File: config.mk
export PLATFORM = sky130hd
export DESIGN_NAME = spss_source_select
export DESIGN_NICKNAME = d
export VERILOG_FILES = /design/src/spss_pkg.sv /design/src/spss_source_select.sv
export SDC_FILE = /design/constraint.sdc
export NUM_CORES = 2
export LEC_CHECK = 0
export BUFFER_PORTS_ARGS = -buffer_cell sky130_fd_sc_hd__buf_2
export CAP_MARGIN = 10
export CORE_MARGIN = 2
export CORE_UTILIZATION = 60
export CTS_BUF_LIST = sky130_fd_sc_hd__clkbuf_8 sky130_fd_sc_hd__clkbuf_16
export DETAILED_ROUTE_END_ITERATION = 8
export GPL_ROUTABILITY_DRIVEN = 0
export PLACE_DENSITY = 0.75
export SLEW_MARGIN = 20
export SYNTH_ARGS = -nofsm -noshare
export SYNTH_HDL_FRONTEND = slang
export SYNTH_SLANG_ARGS = --single-unit
export TNS_END_PERCENT = 10
File: constraint.sdc
create_clock -name clk -period 6.9 [get_ports clk]
set_input_delay 1.035 -clock clk [delete_from_list [all_inputs] [get_ports clk]]
set_output_delay 1.035 -clock clk [all_outputs]
set_load 0.1 [all_outputs]
File: src/spss_pkg.sv
package spss_pkg;
	// ==========================================
	// Register offsets (word indices on the register port)
	localparam logic [7:0] ADDR_CTRL_ONE = 8'h00;
	localparam logic [7:0] ADDR_CTRL_TWO = 8'h01;
	localparam logic [7:0] ADDR_TUNING = 8'h04;
	localparam logic [7:0] ADDR_DENOM = 8'h05;
	localparam logic [7:0] ADDR_NUMER = 8'h06;
	localparam logic [7:0] ADDR_RISE_STEP = 8'h07;
	localparam logic [7:0] ADDR_FALL_STEP = 8'h08;
	localparam logic [7:0] ADDR_RAMP_RATE = 8'h09;
	localparam logic [7:0] ADDR_KEY_SCALE = 8'h0A;
	localparam logic [7:0] ADDR_PROFILE_BASE = 8'h0B;
	localparam logic [7:0] ADDR_PROFILE_LAST = 8'h1A;
	localparam logic [7:0] ADDR_SWEEP_STAT = 8'h1B;
	localparam logic [7:0] ADDR_MOD_STAT = 8'h1C;

	// ==========================================
	// Control field positions
	localparam int BIT_KEY_EN = 8;
	localparam int BIT_KEY_MANUAL = 9;
	localparam int BIT_CLK_INV = 10;
	localparam int BIT_CLK_OUT_EN = 11;
	localparam int BIT_MOD_EN = 18;
	localparam int BIT_RAMP_EN = 19;
	localparam int BIT_RAMP_TGT_LO = 20;
	localparam int BIT_PORT_EN = 22;
	localparam int BIT_PROFILE_EN = 23;

	// ==========================================
	// Reset values
	localparam logic [31:0] RST_CTRL_ONE = 32'h0000_0000;
	localparam logic [31:0] RST_CTRL_TWO = 32'h0000_0800;
	localparam logic [31:0] RST_WORD = 32'h0000_0000;
	localparam logic [11:0] AMP_FULL = 12'hfff;

	// ==========================================
	// Parameter clock: sample clock divided by 24, high one third
	localparam int PCLK_DIV = 24;
	localparam int PCLK_HIGH = PCLK_DIV / 3;
	localparam logic [4:0] PCLK_LAST = 5'(PCLK_DIV - 1);
	localparam logic [4:0] PCLK_HIGH_CNT = 5'(PCLK_HIGH);

	// ==========================================
	// Widths, FIFO depth and profile count
	localparam int PHASE_W = 16;
	localparam int AMP_W = 12;
	localparam int PORT_W = 36;
	localparam int FIFO_DEPTH = 4;
	localparam int PROFILES = 8;

	typedef enum logic [1:0] {
		TGT_FREQ = 2'b00,
		TGT_PHASE = 2'b01,
		TGT_AMP = 2'b10,
		TGT_NONE = 2'b11
	} spss_target_type;

	typedef enum logic [1:0] {
		MAP_FREQ = 2'b00,
		MAP_PHASE = 2'b01,
		MAP_AMP = 2'b10,
		MAP_POLAR = 2'b11
	} spss_map_type;
endpackage : spss_pkg

File: src/spss_source_select.sv
`timescale 1ns/1ps
`default_nettype none

// ==========================================
// Small FIFO between port capture and parameter use
module spss_fifo #(
	parameter int WIDTH = 36,
	parameter int DEPTH = 4
) (
	// Clock and reset
	input wire logic clk,
	input wire logic rstn,
	// Fill side
	input wire logic in_valid,
	output logic in_ready,
	input wire logic [WIDTH-1:0] in_data,
	// Drain side
	output logic out_valid,
	input wire logic out_ready,
	output logic [WIDTH-1:0] out_data
);
	localparam int AW = $clog2(DEPTH);
	typedef struct packed {
		logic [DEPTH-1:0][WIDTH-1:0] mem;
		logic [AW-1:0] wr;
		logic [AW-1:0] rd;
		logic [AW:0] count;
	} spss_fifo_state_type;

	spss_fifo_state_type s_q, s_d;
	logic push;
	logic pop;

	always_comb
	begin
		s_d = s_q;
		in_ready = (s_q.count != (AW+1)'(DEPTH));
		out_valid = (s_q.count != '0);
		out_data = s_q.mem[s_q.rd];
		push = in_valid && in_ready;
		pop = out_valid && out_ready;
		if (push)
		begin
			s_d.mem[s_q.wr] = in_data;
			s_d.wr = (s_q.wr == AW'(DEPTH - 1)) ? '0 : s_q.wr + AW'(1);
		end
		if (pop)
			s_d.rd = (s_q.rd == AW'(DEPTH - 1)) ? '0 : s_q.rd + AW'(1);
		if (push && !pop)
			s_d.count = s_q.count + (AW+1)'(1);
		else if (pop && !push)
			s_d.count = s_q.count - (AW+1)'(1);
	end

	always_ff @(posedge clk)
	begin
		if (!rstn)
			s_q <= '0;
		else
			s_q <= s_d;
	end
endmodule : spss_fifo

// ==========================================
// Parameter source selection
module spss_source_select (
	// Clock and reset
	input wire logic clk,
	input wire logic rstn,
	// Register port
	input wire logic [7:0] reg_addr,
	input wire logic reg_we,
	input wire logic [31:0] reg_wdata,
	input wire logic reg_re,
	output logic [31:0] reg_rdata,
	// Control pins
	input wire logic [2:0] profile_select_pins,
	input wire logic ramp_direction_pin,
	input wire logic ramp_pause_pin,
	input wire logic amplitude_keying,
	// Parallel port
	input wire logic [31:0] port_data,
	input wire logic [3:0] port_function,
	output logic port_ready,
	input wire logic port_apply_hold,
	// Parameter clock
	output logic param_clk_out,
	output logic param_tick,
	// Synthesizer control words
	output logic [31:0] freq_word,
	output logic [15:0] phase_word,
	output logic [11:0] amp_word,
	output logic phase_extra_lsb
);
	typedef struct packed {
		logic [31:0] ctrl_one;
		logic [31:0] ctrl_two;
		logic [31:0] tuning;
		logic [31:0] denom;
		logic [31:0] numer;
		logic [31:0] rise_step;
		logic [31:0] fall_step;
		logic [31:0] ramp_rate;
		logic [11:0] key_scale;
		logic [spss_pkg::PROFILES-1:0][31:0] prof_freq;
		logic [spss_pkg::PROFILES-1:0][31:0] prof_pa;
		logic [4:0] div_cnt;
		logic clk_pin;
		logic tick;
		logic [2:0] prof_sel;
		logic dir_up;
		logic pause;
		logic [31:0] sweep;
		logic [15:0] rate_cnt;
		logic [31:0] mod_acc;
		logic extra;
		logic port_valid;
		logic [35:0] port_word;
		logic [31:0] freq;
		logic [15:0] phase;
		logic [11:0] amp;
		logic [31:0] rdata;
	} spss_state_type;

	spss_state_type s_q, s_d;
	logic fifo_in_ready;
	logic fifo_out_valid;
	logic fifo_pop;
	logic [35:0] fifo_out;
	logic capture;
	logic [32:0] mod_sum;
	logic [3:0] pidx;
	logic [2:0] psel;
	logic [31:0] p_freq;
	logic [15:0] p_phase;
	logic [11:0] p_amp;
	logic [1:0] map;
	logic mod_on;
	logic ramp_on;
	logic [1:0] ramp_tgt;
	logic port_on;

	assign capture = s_q.tick && s_q.ctrl_two[spss_pkg::BIT_PORT_EN];
	assign fifo_pop = s_q.tick && !port_apply_hold;

	spss_fifo #(
		.WIDTH(spss_pkg::PORT_W),
		.DEPTH(spss_pkg::FIFO_DEPTH)
	) u_fifo (
		.clk(clk),
		.rstn(rstn),
		.in_valid(capture),
		.in_ready(fifo_in_ready),
		.in_data({port_function, port_data}),
		.out_valid(fifo_out_valid),
		.out_ready(fifo_pop),
		.out_data(fifo_out)
	);

	assign port_ready = fifo_in_ready;
	assign param_clk_out = s_q.clk_pin;
	assign param_tick = s_q.tick;
	assign freq_word = s_q.freq;
	assign phase_word = s_q.phase;
	assign amp_word = s_q.amp;
	assign phase_extra_lsb = s_q.extra;
	assign reg_rdata = s_q.rdata;

	always_comb
	begin
		s_d = s_q;
		pidx = '0;
		mod_sum = '0;

		// ==========================================
		// Register writes
		if (reg_we)
		begin
			unique case (reg_addr)
				spss_pkg::ADDR_CTRL_ONE: s_d.ctrl_one = reg_wdata;
				spss_pkg::ADDR_CTRL_TWO: s_d.ctrl_two = reg_wdata;
				spss_pkg::ADDR_TUNING: s_d.tuning = reg_wdata;
				spss_pkg::ADDR_DENOM: s_d.denom = reg_wdata;
				spss_pkg::ADDR_NUMER: s_d.numer = reg_wdata;
				spss_pkg::ADDR_RISE_STEP: s_d.rise_step = reg_wdata;
				spss_pkg::ADDR_FALL_STEP: s_d.fall_step = reg_wdata;
				spss_pkg::ADDR_RAMP_RATE: s_d.ramp_rate = reg_wdata;
				spss_pkg::ADDR_KEY_SCALE: s_d.key_scale = reg_wdata[spss_pkg::AMP_W-1:0];
				default:
				begin
					if (reg_addr >= spss_pkg::ADDR_PROFILE_BASE && reg_addr <= spss_pkg::ADDR_PROFILE_LAST)
					begin
						pidx = 4'(reg_addr - spss_pkg::ADDR_PROFILE_BASE);
						if (pidx[0])
							s_d.prof_pa[pidx[3:1]] = reg_wdata;
						else
							s_d.prof_freq[pidx[3:1]] = reg_wdata;
					end
				end
			endcase
		end

		// ==========================================
		// Register reads, one cycle latency
		if (reg_re)
		begin
			unique case (reg_addr)
				spss_pkg::ADDR_CTRL_ONE: s_d.rdata = s_q.ctrl_one;
				spss_pkg::ADDR_CTRL_TWO: s_d.rdata = s_q.ctrl_two;
				spss_pkg::ADDR_TUNING: s_d.rdata = s_q.tuning;
				spss_pkg::ADDR_DENOM: s_d.rdata = s_q.denom;
				spss_pkg::ADDR_NUMER: s_d.rdata = s_q.numer;
				spss_pkg::ADDR_RISE_STEP: s_d.rdata = s_q.rise_step;
				spss_pkg::ADDR_FALL_STEP: s_d.rdata = s_q.fall_step;
				spss_pkg::ADDR_RAMP_RATE: s_d.rdata = s_q.ramp_rate;
				spss_pkg::ADDR_KEY_SCALE: s_d.rdata = {20'h0_0000, s_q.key_scale};
				spss_pkg::ADDR_SWEEP_STAT: s_d.rdata = s_q.sweep;
				spss_pkg::ADDR_MOD_STAT: s_d.rdata = s_q.mod_acc;
				default:
				begin
					s_d.rdata = 32'h0000_0000;
					if (reg_addr >= spss_pkg::ADDR_PROFILE_BASE && reg_addr <= spss_pkg::ADDR_PROFILE_LAST)
					begin
						pidx = 4'(reg_addr - spss_pkg::ADDR_PROFILE_BASE);
						s_d.rdata = pidx[0] ? s_q.prof_pa[pidx[3:1]] : s_q.prof_freq[pidx[3:1]];
					end
				end
			endcase
		end

		// ==========================================
		// Divide by 24, high for first third
		s_d.div_cnt = (s_q.div_cnt == spss_pkg::PCLK_LAST) ? 5'h00 : s_q.div_cnt + 5'h01;
		s_d.tick = (s_d.div_cnt == 5'h00);
		// Drive and optionally invert clock copy
		s_d.clk_pin = s_q.ctrl_two[spss_pkg::BIT_CLK_OUT_EN]
			&& ((s_d.div_cnt < spss_pkg::PCLK_HIGH_CNT) ^ s_q.ctrl_two[spss_pkg::BIT_CLK_INV]);
		s_d.extra = 1'b0;

		mod_on = s_q.ctrl_two[spss_pkg::BIT_MOD_EN];
		ramp_on = s_q.ctrl_two[spss_pkg::BIT_RAMP_EN];
		ramp_tgt = s_q.ctrl_two[spss_pkg::BIT_RAMP_TGT_LO +: 2];
		port_on = s_q.ctrl_two[spss_pkg::BIT_PORT_EN];
		// Selection applies at its sampling tick
		psel = s_q.tick ? profile_select_pins : s_q.prof_sel;
		p_freq = s_q.prof_freq[psel];
		p_phase = s_q.prof_pa[psel][31:16];
		p_amp = s_q.prof_pa[psel][spss_pkg::AMP_W-1:0];
		map = s_q.port_word[33:32];

		if (s_q.tick)
		begin
			s_d.prof_sel = profile_select_pins;
			s_d.dir_up = ramp_direction_pin;
			s_d.pause = ramp_pause_pin;
			if (fifo_out_valid && fifo_pop)
				s_d.port_word = fifo_out;
			s_d.port_valid = s_q.port_valid || (fifo_out_valid && fifo_pop);

			if (mod_on)
			begin
				mod_sum = {1'b0, s_q.mod_acc} + {1'b0, s_q.numer};
				if (mod_sum >= {1'b0, s_q.denom})
				begin
					mod_sum = mod_sum - {1'b0, s_q.denom};
					s_d.extra = 1'b1;
				end
				s_d.mod_acc = mod_sum[31:0];
			end
			else
				s_d.mod_acc = '0;

			if (ramp_on && !s_q.pause)
			begin
				if (s_q.rate_cnt != 16'h0000)
					s_d.rate_cnt = s_q.rate_cnt - 16'h0001;
				else if (s_q.dir_up)
				begin
					s_d.sweep = s_q.sweep + s_q.rise_step;
					s_d.rate_cnt = s_q.ramp_rate[15:0];
				end
				else
				begin
					s_d.sweep = s_q.sweep - s_q.fall_step;
					s_d.rate_cnt = s_q.ramp_rate[31:16];
				end
			end

			// ==========================================
			// Profile is the default source
			s_d.freq = p_freq;
			s_d.phase = p_phase;
			s_d.amp = spss_pkg::AMP_FULL;
			if (s_q.ctrl_one[spss_pkg::BIT_KEY_EN])
				// Profile amplitude gated by keying enable
				s_d.amp = p_amp;

			// Port word unsigned, mapped by function pins
			if (port_on && !s_q.ctrl_two[spss_pkg::BIT_PROFILE_EN] && s_q.port_valid)
			begin
				unique case (map)
					spss_pkg::MAP_FREQ: s_d.freq = s_q.port_word[31:0];
					spss_pkg::MAP_PHASE: s_d.phase = s_q.port_word[15:0];
					spss_pkg::MAP_AMP:
						if (s_q.ctrl_one[spss_pkg::BIT_KEY_EN])
							s_d.amp = s_q.port_word[11:0];
					spss_pkg::MAP_POLAR:
					begin
						s_d.phase = s_q.port_word[31:16];
						if (s_q.ctrl_one[spss_pkg::BIT_KEY_EN])
							s_d.amp = s_q.port_word[11:0];
					end
				endcase
			end

			if (ramp_on)
			begin
				unique case (ramp_tgt)
					spss_pkg::TGT_FREQ: s_d.freq = s_q.sweep;
					// Low 16 bits, not under modulus
					spss_pkg::TGT_PHASE:
						if (!mod_on)
							s_d.phase = s_q.sweep[15:0];
					// Low 12 bits, keying enable needed
					spss_pkg::TGT_AMP:
						if (!mod_on && s_q.ctrl_one[spss_pkg::BIT_KEY_EN])
							s_d.amp = s_q.sweep[11:0];
					spss_pkg::TGT_NONE: s_d.freq = s_d.freq;
				endcase
			end

			if (mod_on)
				s_d.freq = s_q.tuning;

			if (s_q.ctrl_one[spss_pkg::BIT_KEY_EN] && s_q.ctrl_one[spss_pkg::BIT_KEY_MANUAL])
				s_d.amp = amplitude_keying ? s_q.key_scale : 12'h000;
		end
	end

	always_ff @(posedge clk)
	begin
		if (!rstn)
		begin
			s_q <= '0;
			s_q.ctrl_one <= spss_pkg::RST_CTRL_ONE;
			s_q.ctrl_two <= spss_pkg::RST_CTRL_TWO;
			s_q.tuning <= spss_pkg::RST_WORD;
			s_q.amp <= spss_pkg::AMP_FULL;
		end
		else
			s_q <= s_d;
	end
endmodule : spss_source_select

`default_nettype wire

==> summary.md <==
| Metric | Value |
|---|---|
| Flops & latches, synth | `about 1100` |
| First-pass GRT wire length | `349000 µm` |
| CTS H-Tree Depth | `3` |
| Clk_lat worst skew | `0.76 ns` |
| Total gr overflow | `0` |
| Seq/Total Area, Yosys | `0.392` |
| Hold Path Sink | `u_fifo.s_q[132]` |
| Final cycle utilization of the critical path | `0.873` |
| # fillers | `8460` |
| Core region area | `96600 µm²` |
| IO buf count | `180` |
| Via count | `roughly 60000` |
| Layout cells sized above 1 | `0.0819` |
| DRT iter0 DRCs | `roughly 11000` |
| Final HPWL DP | `between 150000 and 200000 µm` |
| Avg Inst Size Synth | `7.24 µm²` |
| Post-synth top area share | `0.392` |
| DRC | `0` |
| Syn. warnings | `0` |
| Sw frac | `0.265` |
| Nature of the critical path endpoint | `register` |
| Reg-to-reg slack, setup | `0.87 ns` |
| NetSw | `3900 µW` |
| Clock power frac | `0.457` |
| CTS tree | `built` |
| Largest stage delay on the critical path | `0.45 ns` |
| Critical-path cell list | `ha_1 -> inv_1 -> fa_1 -> nor2b_1 -> o31ai_1 -> a21oi_2 -> a21oi_1 -> o21ai_0 -> o221ai_1 -> nand2b_1 -> a21oi_1 -> xnor2_1 -> ha_1 -> and3_1 -> and3_1 -> nand4_1 -> nor4_1 -> a2111oi_0 -> o31a_1 -> o211a_1 -> buf_12 -> nor2_1 -> a221o_1` |
| Crit path launch type | `register` |
| Async set or reset register ratio after synthesis | `0` |
| Die Footprint | `99700 µm²` |
| Post-CTS Setup Bufs | `0` |
| Finish-stage setup viols | `0` |
| Crit-path leading delay family | `compound AO/OA/AOI/OAI gates` |
| Reg2reg start | `s_q[130]` |
| PostCTS Resize Cnt | `0` |
| Setup_tns | `0 ns` |
| Unrepaired setup endpoints after global routing | `no` |
| Tmin final | `6.03 ns` |
| Reg2reg end | `s_q[150]` |
| Most frequent cells in the layout | `nand2_1, a21oi_1, dfxtp_1` |
| Worst-path fanout max | `45` |
| Worst min-delay path class | `reg -> reg` |
| Worst-case reg-to-reg path depth | `23` |
| Maxcap violations | `0` |
| Buf/Inv on CP | `2` |
| Crit path depth | `23` |
| Post-synth EDFFs | `0` |
| Top cells by area, synth | `dfxtp_1, nand2_1, a21oi_1, clkbuf_1, nand3_1` |
| Initial antenna violation count | `16` |
| Vias in the first global route | `55886` |
| Int Pwr | `10800 µW` |
| Synth Cell Area | `58300 µm²` |
| All-layer global routing usage | `0.460` |
| Peak VDD IR | `0.216 mV` |
| Final Hold Vio Count | `0` |
| Layout area overhead | `7.69%` |
| Largest net degree at the start of global routing | `189` |
| Status | `complete, no violations` |
| Die height | `about 320 µm` |
| Standard-cell rows | `roughly 110` |
| Clock Skew | `0.0317 ns` |
| Static Leak | `0.0214 µW` |
| Clk sinks | `1143` |
| Net count after synthesis | `8254` |
| Slew @ Worst Pin | `1.46 ns` |
| Routed vias/inst | `6.76` |
| Drt pass-1 iters | `9` |
| Antenna-violating nets left | `0` |
| Most common cell after layout, fill and taps aside | `nand2_1` |
| WP data required | `7.52 ns` |
| Clock transition at path regs | `around 0.060 ns` |
| Final core occ | `0.650` |
| Type of the worst setup path | `reg -> reg` |
| Total power | `approximately 15000 µW` |
| Slew margin rel. | `0.0222` |
| WL/cell | `26.4 µm` |
| Top-level port count | `between 150 and 200` |
| Fmax achieved | `166 MHz` |
| Largest area contributor in the netlist | `dfxtp_1` |
| Clock root buffer | `clkbuf_16` |
| Worst Hold Launch | `u_fifo.s_q[132]` |
| Final Slew Violations | `0` |
| Yosys cell types | `between 90 and 100` |
| Critical Path AT | `~6.7 ns` |
| Final net count | `7876` |
| Gate power share | `0.090` |
| Cells after Synth | `a little over 8000` |
| Main synth FF type | `dfxtp_1` |
| Sequential share of power | `0.453` |
| Total wire length | `239000 µm` |
| Hold-fix buffers at CTS | `0` |
| Hold depth | `2` |
| Initial Util | `0.604` |
| Max clock buf depth | `3` |
| Die X | `316 µm` |
| CTS buffer count | `115` |
| PD cells | `234 nW/µm²` |
| Crit-path slowest cell | `o21ai_0` |
[synth_stat cells, types with 49 or more instances]
cell type and n:
nand2_1 2607, a21oi_1 1190, dfxtp_1 1143, clkbuf_1 580, nand3_1 283, nor2_1 274, o21ai_0 166, o22ai_1 165
ha_1 109, buf_4 95, buf_2 90, a211oi_1 83, nor4_1 72, inv_1 68, o221ai_1 67, and3_1 62
mux2i_1 61, xor2_1 54, a31oi_1 53, nand4_1 53, xnor2_1 51, nand2b_1 50, a311oi_1 49
[worst max path at each step]
stage	from	slack, ns	to
after floorplan	s_q[142]	2.46	s_q[158]
after global placement	s_q[130]	1.29	s_q[150]
after detailed placement	s_q[130]	1.16	s_q[150]
after CTS	s_q[130]	1.11	s_q[150]
after global routing	s_q[842]	0.74	s_q[150]
final	s_q[130]	0.87	s_q[150]
[power by group through the flow]
stage               Clock [µW]  Combinational [µW]  Sequential, µW
floorplan                    0                 784            6790
global placement             0                1220            6790
detailed placement           0                1230            6790
CTS                       6680                1230            6640
global route              6950                1330            6640
finish                    6710                1330            6640
[area by class of cell]
type	count	area, µm²	share of cell area
diodes	7	17.5	0.000279
clock buffers	140	3240	0.0517
clock inverters	75	807	0.0129
inverters	70	270	0.00430
multi-input cells	6030	31900	0.508
flip-flops and latches	1143	22900	0.364
well taps	1276	1600	0.0254
repair buffers	316	2070	0.0330
[per-layer routing]
layer  track usage  part of all wire
met5             0           0.00053
met1         0.556              0.34
met3         0.165              0.15
met2         0.656              0.40
met4         0.380              0.10
[cell families after synthesis]
kind of cell | share of synthesized area
flops | 0.392
xor+xnor | 0.0158
mux | 0.0246
buf+inv | 0.0659
simple gates | 0.254
compound gates | 0.223
fa+ha+maj | 0.0248
[per-stage QoR]
| step | worst slack [ns] | cells | cell area [µm²] | hold slack (ns) |
|---|---|---|---|---|
| 2_1_floorplan | 2.46 | 8054 | 58300 | 0.433 |
| 3_3_place_gp | 1.29 | 8834 | 58700 | 0.439 |
| 3_5_place_dp | 1.16 | 8834 | 58700 | 0.445 |
| 4_1_cts | 1.11 | 9049 | 62800 | 0.453 |
| 5_1_grt | 0.742 | 9054 | 62800 | 0.467 |
| 6_report | 0.875 | 9057 | 62800 | 0.453 |
[sequential cells by signal, indices dropped and copies added, names as in the netlist]
signal and cells:
amp_word 12, freq_word 32, map 2, mod_on 1, param_clk_out 1, param_tick 1, phase_extra_lsb 1, phase_word 16
port_on 1, ramp_on 1, ramp_tgt 2, reg_rdata 32, s_q 898, u_fifo.s_q 143
[worst register-to-register path, delay by kind of cell, from the launching register on]
kind            cells  cell delay, ns
compound gates     10            2.95
xor+xnor            1            0.24
fa+ha+maj           3            0.95
buf+inv             2            0.32
flops               1            0.39
simple gates        7            1.06
(Power assumes the default switching activity.)
